<file path="config.mk">
export PLATFORM = sky130hd
export DESIGN_NAME = srh_ctrl
export DESIGN_NICKNAME = d
export VERILOG_FILES = /design/src/include/srh_pkg.sv /design/src/include/srh_tmr_if.sv /design/src/rtl/srh_ctrl.sv /design/src/rtl/srh_timer.sv
export VERILOG_INCLUDE_DIRS = /design/src /design/src/include
export SDC_FILE = /design/constraint.sdc
export NUM_CORES = 1
export LEC_CHECK = 0
export BUFFER_PORTS_ARGS = -buffer_cell sky130_fd_sc_hd__buf_2
export CORE_ASPECT_RATIO = 0.75
export CORE_MARGIN = 5
export CORE_UTILIZATION = 30
export CTS_CLUSTER_SIZE = 28
export DETAILED_ROUTE_END_ITERATION = 16
export HOLD_SLACK_MARGIN = 0.02
export PLACE_DENSITY = 0.65
export SETUP_SLACK_MARGIN = 0.05
export SYNTH_ARGS = -nofsm -noshare
export SYNTH_HDL_FRONTEND = slang
export SYNTH_SLANG_ARGS = --single-unit
</file>
<file path="constraint.sdc">
create_clock -name core_clk -period 2.4 [get_ports core_clk]
set_input_delay 0.48 -clock core_clk [delete_from_list [all_inputs] [get_ports core_clk]]
set_output_delay 0.48 -clock core_clk [all_outputs]
set_load 0.02 [all_outputs]
</file>
<file path="src/include/srh_map.svh">
// Timing constants and pin widths for the static memory host controller
`ifndef SRH_MAP_SVH
`define SRH_MAP_SVH

`define SRH_ADDR_W        13
`define SRH_DATA_W        9
`define SRH_CLK_PERIOD_NS 100
// Fastest-grade figures, in ns
`define SRH_T_RC_NS       12
`define SRH_T_AA_NS       12
`define SRH_T_OH_NS       4
`define SRH_T_WP_NS       10
`define SRH_T_AW_NS       12
`define SRH_T_DW_NS       7
`define SRH_T_GHQZ_NS     6
// Least times and access time both round up; SRH_FLOOR_CYC rounds down, floor one cycle
`define SRH_CEIL_CYC(t)  (((t) + `SRH_CLK_PERIOD_NS - 1) / `SRH_CLK_PERIOD_NS)
`define SRH_FLOOR_CYC(t) (((t) / `SRH_CLK_PERIOD_NS) < 1 ? 1 : \
                          ((t) / `SRH_CLK_PERIOD_NS))
`define SRH_WP_CYC       `SRH_CEIL_CYC(`SRH_T_WP_NS)
`define SRH_AW_CYC       `SRH_CEIL_CYC(`SRH_T_AW_NS)
`define SRH_RC_CYC       `SRH_CEIL_CYC(`SRH_T_RC_NS)
`define SRH_HIZ_CYC      `SRH_CEIL_CYC(`SRH_T_GHQZ_NS)
// Data may settle no later than access time; sample after a whole wait
`define SRH_ACC_CYC      `SRH_CEIL_CYC(`SRH_T_AA_NS)

`endif

</file>
<file path="src/include/srh_pkg.sv">
// Types for the static memory host controller
package srh_pkg;
  typedef enum logic [2:0]
  {
    SRH_IDLE,
    SRH_RD_WAIT,
    SRH_RD_DONE,
    SRH_WR_STROBE,
    SRH_WR_END,
    SRH_TURN
  } srh_state_t;
endpackage

</file>
<file path="src/include/srh_tmr_if.sv">
// Carrier between the controller and its cycle timer
`timescale 1ns/1ns
interface srh_tmr_if;
  logic       load;
  logic [3:0] count;
  logic       done;
  modport ctl (output load, output count, input done);
  modport tmr (input load, input count, output done);
endinterface

</file>
<file path="src/rtl/srh_ctrl.sv">
// Host controller that drives an 8K x 9 asynchronous static memory
// Behaviour
// - Controller keeps write strobe high during every read.
// - Read cycle at least 12 ns; data valid 12 ns after address.
// - Strobe write: address 10 ns, strobe low 10 ns, data 6 ns.
// - Address setup, recovery and data hold may be 0 ns.
// - Select write: select 10 ns, data 7 ns, address 12 ns.
`timescale 1ns/1ns
`include "srh_map.svh"
module srh_ctrl
#(
  parameter int ADDR_W = `SRH_ADDR_W,
  parameter int DATA_W = `SRH_DATA_W
)
(
  input  wire logic              core_clk,            // System clock
  input  wire logic              rst_n,               // Sync reset, low
  input  wire logic              req_valid,           // Request present
  input  wire logic              req_write,           // 1 write, 0 read
  input  wire logic [ADDR_W-1:0] req_addr,            // Word address
  input  wire logic [DATA_W-1:0] req_wdata,           // Write data
  output logic                   req_ready,           // Request taken
  output logic                   rsp_valid,           // Read data pulse
  output logic      [DATA_W-1:0] rsp_rdata,           // Read data
  output logic      [ADDR_W-1:0] word_address_bus,    // Memory address
  output logic                   select_active_low,   // Low select pin
  output logic                   select_active_high,  // High select pin
  output logic                   output_gate_n,       // Output gate pin
  output logic                   write_strobe_n,      // Write strobe pin
  input  wire logic [DATA_W-1:0] shared_data_bus_in,  // Bus level seen
  output logic      [DATA_W-1:0] shared_data_bus_out, // Bus drive value
  output logic                   shared_data_bus_oe   // High while driving
);
  typedef struct packed
  {
    srh_pkg::srh_state_t state;
    logic [ADDR_W-1:0]   addr;
    logic [DATA_W-1:0]   wdata;
    logic                drive;
    logic                sel;
    logic                gate_n;
    logic                strobe_n;
    logic                rsp;
    logic [DATA_W-1:0]   rdata;
  } srh_st_t;

  srh_st_t    st_reg;
  srh_st_t    st_next;
  srh_tmr_if  tmr ();

  srh_timer u_timer
  (
    .core_clk (core_clk),
    .rst_n    (rst_n),
    .tmr      (tmr)
  );

  always_comb
  begin
    st_next    = st_reg;
    st_next.rsp = 1'b0;
    tmr.load   = 1'b0;
    tmr.count  = 4'h0;
    case (st_reg.state)
      srh_pkg::SRH_IDLE:
      begin
        if (req_valid && tmr.done)
        begin
          // Address applied with zero setup before select and strobe
          st_next.addr = req_addr;
          st_next.sel  = 1'b1;
          if (req_write)
          begin
            st_next.wdata    = req_wdata;
            st_next.drive    = 1'b1;
            st_next.gate_n   = 1'b1;
            st_next.strobe_n = 1'b0;
            tmr.load         = 1'b1;
            // Longest of pulse, address-valid and data-valid minima
            tmr.count        = 4'(`SRH_AW_CYC);
            st_next.state    = srh_pkg::SRH_WR_STROBE;
          end
          else
          begin
            st_next.strobe_n = 1'b1;
            st_next.gate_n   = 1'b0;
            tmr.load         = 1'b1;
            tmr.count        = 4'(`SRH_ACC_CYC);
            st_next.state    = srh_pkg::SRH_RD_WAIT;
          end
        end
      end
      srh_pkg::SRH_RD_WAIT:
      begin
        if (tmr.done)
        begin
          // Sampled before address or gate move, inside the hold window
          st_next.rdata = shared_data_bus_in;
          st_next.rsp   = 1'b1;
          st_next.state = srh_pkg::SRH_RD_DONE;
        end
      end
      srh_pkg::SRH_RD_DONE:
      begin
        st_next.gate_n = 1'b1;
        st_next.sel    = 1'b0;
        tmr.load       = 1'b1;
        tmr.count      = 4'(`SRH_HIZ_CYC);
        st_next.state  = srh_pkg::SRH_TURN;
      end
      srh_pkg::SRH_WR_STROBE:
      begin
        if (tmr.done)
        begin
          // Strobe and select rise together; data stays a cycle more
          st_next.strobe_n = 1'b1;
          st_next.sel      = 1'b0;
          st_next.state    = srh_pkg::SRH_WR_END;
        end
      end
      srh_pkg::SRH_WR_END:
      begin
        st_next.drive = 1'b0;
        tmr.load      = 1'b1;
        tmr.count     = 4'(`SRH_RC_CYC);
        st_next.state = srh_pkg::SRH_TURN;
      end
      srh_pkg::SRH_TURN:
      begin
        if (tmr.done)
          st_next.state = srh_pkg::SRH_IDLE;
      end
      default:
        st_next.state = srh_pkg::SRH_IDLE;
    endcase
  end

  always_ff @(posedge core_clk)
  begin
    if (!rst_n)
    begin
      st_reg          <= '0;
      st_reg.state    <= srh_pkg::SRH_IDLE;
      st_reg.gate_n   <= 1'b1;
      st_reg.strobe_n <= 1'b1;
    end
    else
      st_reg <= st_next;
  end

  assign req_ready           = (st_reg.state == srh_pkg::SRH_IDLE) &&
                               tmr.done;
  assign rsp_valid           = st_reg.rsp;
  assign rsp_rdata           = st_reg.rdata;
  assign word_address_bus    = st_reg.addr;
  assign select_active_low   = !st_reg.sel;
  assign select_active_high  = st_reg.sel;
  assign output_gate_n       = st_reg.gate_n;
  assign write_strobe_n      = st_reg.strobe_n;
  assign shared_data_bus_out = st_reg.wdata;
  assign shared_data_bus_oe  = st_reg.drive;
endmodule

</file>
<file path="src/rtl/srh_timer.sv">
// Down counter that times each phase of a memory cycle
`timescale 1ns/1ns
module srh_timer
(
  input  wire logic core_clk,  // System clock
  input  wire logic rst_n,     // Synchronous reset, active low
  srh_tmr_if.tmr    tmr        // Load and completion
);
  typedef struct packed
  {
    logic [3:0] cnt;
  } srh_tmr_st_t;

  srh_tmr_st_t st_reg;
  srh_tmr_st_t st_next;

  always_comb
  begin
    st_next = st_reg;
    if (tmr.load)
      st_next.cnt = tmr.count;
    else if (st_reg.cnt != 4'h0)
      st_next.cnt = st_reg.cnt - 4'h1;
  end

  always_ff @(posedge core_clk)
  begin
    if (!rst_n)
      st_reg <= '0;
    else
      st_reg <= st_next;
  end

  // Load is not fed back here: the controller loads on done, so a term
  // in load would close a combinational loop through the controller
  assign tmr.done = (st_reg.cnt == 4'h0);
endmodule

</file>
==> results.yml <==
cts:
  max-clock-path-buffers: 2
  post_cts_buffers: 0
  cts_tree: "built"
  numCtsBuffers: 5
  worstSkewPairLatency_ns: 0.29
  post_cts_resized: 0
  ctsHoldBuffers: 0
  h-tree-depth: 2
  ctsRootBufferMaster: "clkbuf_8"
  clock-sinks: 43
  clk_pin_slew_ns: 0.08
critical_path:
  cp-end-kind: "output port"
  regToRegEndpoint: "shared_data_bus_out[2]"
  reg2reg_slack_ns: 0.49
  r2r_start: "u_timer.st_reg[0]"
  crit_fanout: 8
  ff2ff_path_depth: 5
  critPathRequiredTime_ns: 1.92
  setup.worst_path.class: "reg -> out"
  crit_end: "req_ready"
  critPathLaunchType: "flop"
  setup.worst_path.start: "u_timer.st_reg[0]"
  cp.arrival_ns: 1.75
synth:
  syn-cell-area_mm2: 0.002056
  postSynthNetCount: 278
  synthTopCellsByArea: "dfxtp_1 42%, buf_4 12%, a21oi_1 6.3%, nand3_1 6.1%, o21ai_1 5.4%"
  syn_area_per_cell_um2: 8.495
  yosysSeqAreaShare_pct: 41.87
  synth_flop_cell: "dfxtp_1"
  synth_top_area_cell: "dfxtp_1"
  async_reset_ff_share_pct: 0
  synth_cell_type_count: 36
  synth_cells: 242
  synth_edf_count: 0
  synth_seq_cells: 43
  synth_top_area_share_pct: 41.87
  yosysWarnings: 0
pwr:
  power_w: 0.002722
  power.density_mw_per_mm2: 1169
  leakagePower_nw: 1.036
  ir_worst_vdd_v: 0.0004057
drt:
  drt_iter0_markers: 65
  vias: 1696
  drc: 0
  drt-pass1-iter-count: 4
  drtAntennaViolNets: 0
  finalWirelength_um: 4749
  wire_per_inst_um: 13.12
  viasPerCell: 4.685
timing:
  hold_violations: 0
  finalCritPeriodShare_pct: 92.73
  worst_clock_skew_ns: 0.005924
  maxSlewViolCount: 0
  max_clock_freq_ghz: 0.4493
  tightestPinTransition_ns: 0.7083
  period_needed_ns: 2.225
  final-setup-viol-count: 0
  rsz0062_at_grt: "no"
  relSlewSlack_pct: 52.49
  fin_tns_setup_ns: 0
final_layout:
  fin_nets: 313
  nFillCells: 725
  utilization_pct: 34.60
  largest_register_ffs: 13
  layout-drive-gt1-share_pct: 32.01
  final_common_cell: "buf_2"
  areaGrowthSynthToFinish_pct: 13.33
  antennaDiodeCount: 0
  final_cell_mix: "72 x buf_2, 43 x dfxtp_1, 26 x a21oi_1, 25 x nand3_1"
floorplan:
  die_h_um: 81.69
  die_w_um: 105.6
  dieArea_mm2: 0.008625
  coreArea_mm2: 0.006734
  rows: 26
  boundaryPins: 73
  start_util_pct: 30.53
global_route:
  grt_overflow_total: 0
  grt_pass1_vias: 1664
  grt_pass1_wl_um: 7879
  grtUsageTotal_pct: 11.36
  grt_max_degree: 27
  grt_antenna_before_repair: 0
placement:
  place_congestion: 0.8128
  hpwlAfterDp_um: 3542
  io_buffers: 72
hold_path:
  hold_class: "in -> reg"
  hp-start: "req_wdata[5]"
flow_run:
  cap_violations: 0
outcome:
  status: "completed"
## stage by stage
step / std cells / setup slack, ns / hold WS (ns) / instance area [µm²]
after global routing: 362 / 0.07746 / 0.4221 / 2330
after floorplan: 242 / 0.5957 / 0.4384 / 2056
after global placement: 354 / 0.5399 / 0.4435 / 2245
final: 362 / 0.1745 / 0.4169 / 2330
after detailed placement: 354 / 0.4945 / 0.4525 / 2245
after CTS: 362 / 0.1832 / 0.4056 / 2330
## worst min-delay path by stage
stage | to | slack (ns) | cells after the start
6_report | shared_data_bus_out[5] | 0.42 | 3
5_1_grt | rsp_rdata[3] | 0.42 | 3
4_1_cts | shared_data_bus_out[5] | 0.41 | 3
3_5_place_dp | shared_data_bus_out[0] | 0.45 | 2
3_3_place_gp | shared_data_bus_out[0] | 0.44 | 2
2_1_floorplan | shared_data_bus_out[0] | 0.44 | 2
## cells in the mapped netlist, types with 2 or more instances
cell type and number:
a211oi_1 2, xnor2_1 4, buf_4 33, buf_2 10, o21ai_0 3, nand4bb_1 2, inv_1 4, nand2_1 22
nand3_1 25, o21ai_1 22, nor2_1 5, mux2i_1 9, clkbuf_1 6, dfxtp_1 43, a21oi_1 26, nor3_1 5
nand2b_1 2
## metal layers
metal	wire length, µm	GRT usage, %	vias up
met5	0	0	-
met4	57	4.269	0
met3	280	3.456	5
met2	2229	19.40	41
met1	2180	13.66	778
li1	-	-	872
## power breakdown
group / leakage [nW] / total, W / switching (W) / internal, W
clock network: 0.0412 / 0.000451 / 0.000247 / 0.000204
registers: 0.350 / 0.00102 / 0.000137 / 0.000881
logic: 0.644 / 0.00125 / 0.000787 / 0.000468
## layout make-up
class	instances	area, µm²	share of cell area (%)
tap	84	105.1	4.511
timing repair buffer	77	397.9	17.08
sequential	43	860.8	36.95
clock buffer	6	72.57	3.115
clock inverter	2	12.51	0.5371
multi-input combinational	145	862.1	37.00
inverter	5	18.77	0.8056
## logic make-up (layout without fill, tap and decap cells)
| group | count (synthesis) | after routing | synth area share (%) |
|---|---|---|---|
| and+or+nand+nor | 72 | 72 | 19.17 |
| AOI/OAI and AO/OA | 59 | 59 | 15.76 |
| buffers and inverters | 54 | 90 | 16.49 |
| DFF | 43 | 43 | 41.87 |
| muxes | 9 | 9 | 4.382 |
| xor gates and xnor gates | 4 | 4 | 1.704 |
| adders and majority gates | 1 | 1 | 0.6085 |
## critical path, stage by stage (launching register included)
cell and delay (ns):
dfxtp_1 0.32, inv_1 0.08, ha_1 0.27, or3b_1 0.46, nor2_1 0.14, buf_2 0.17
(Power assumes the default switching activity.)
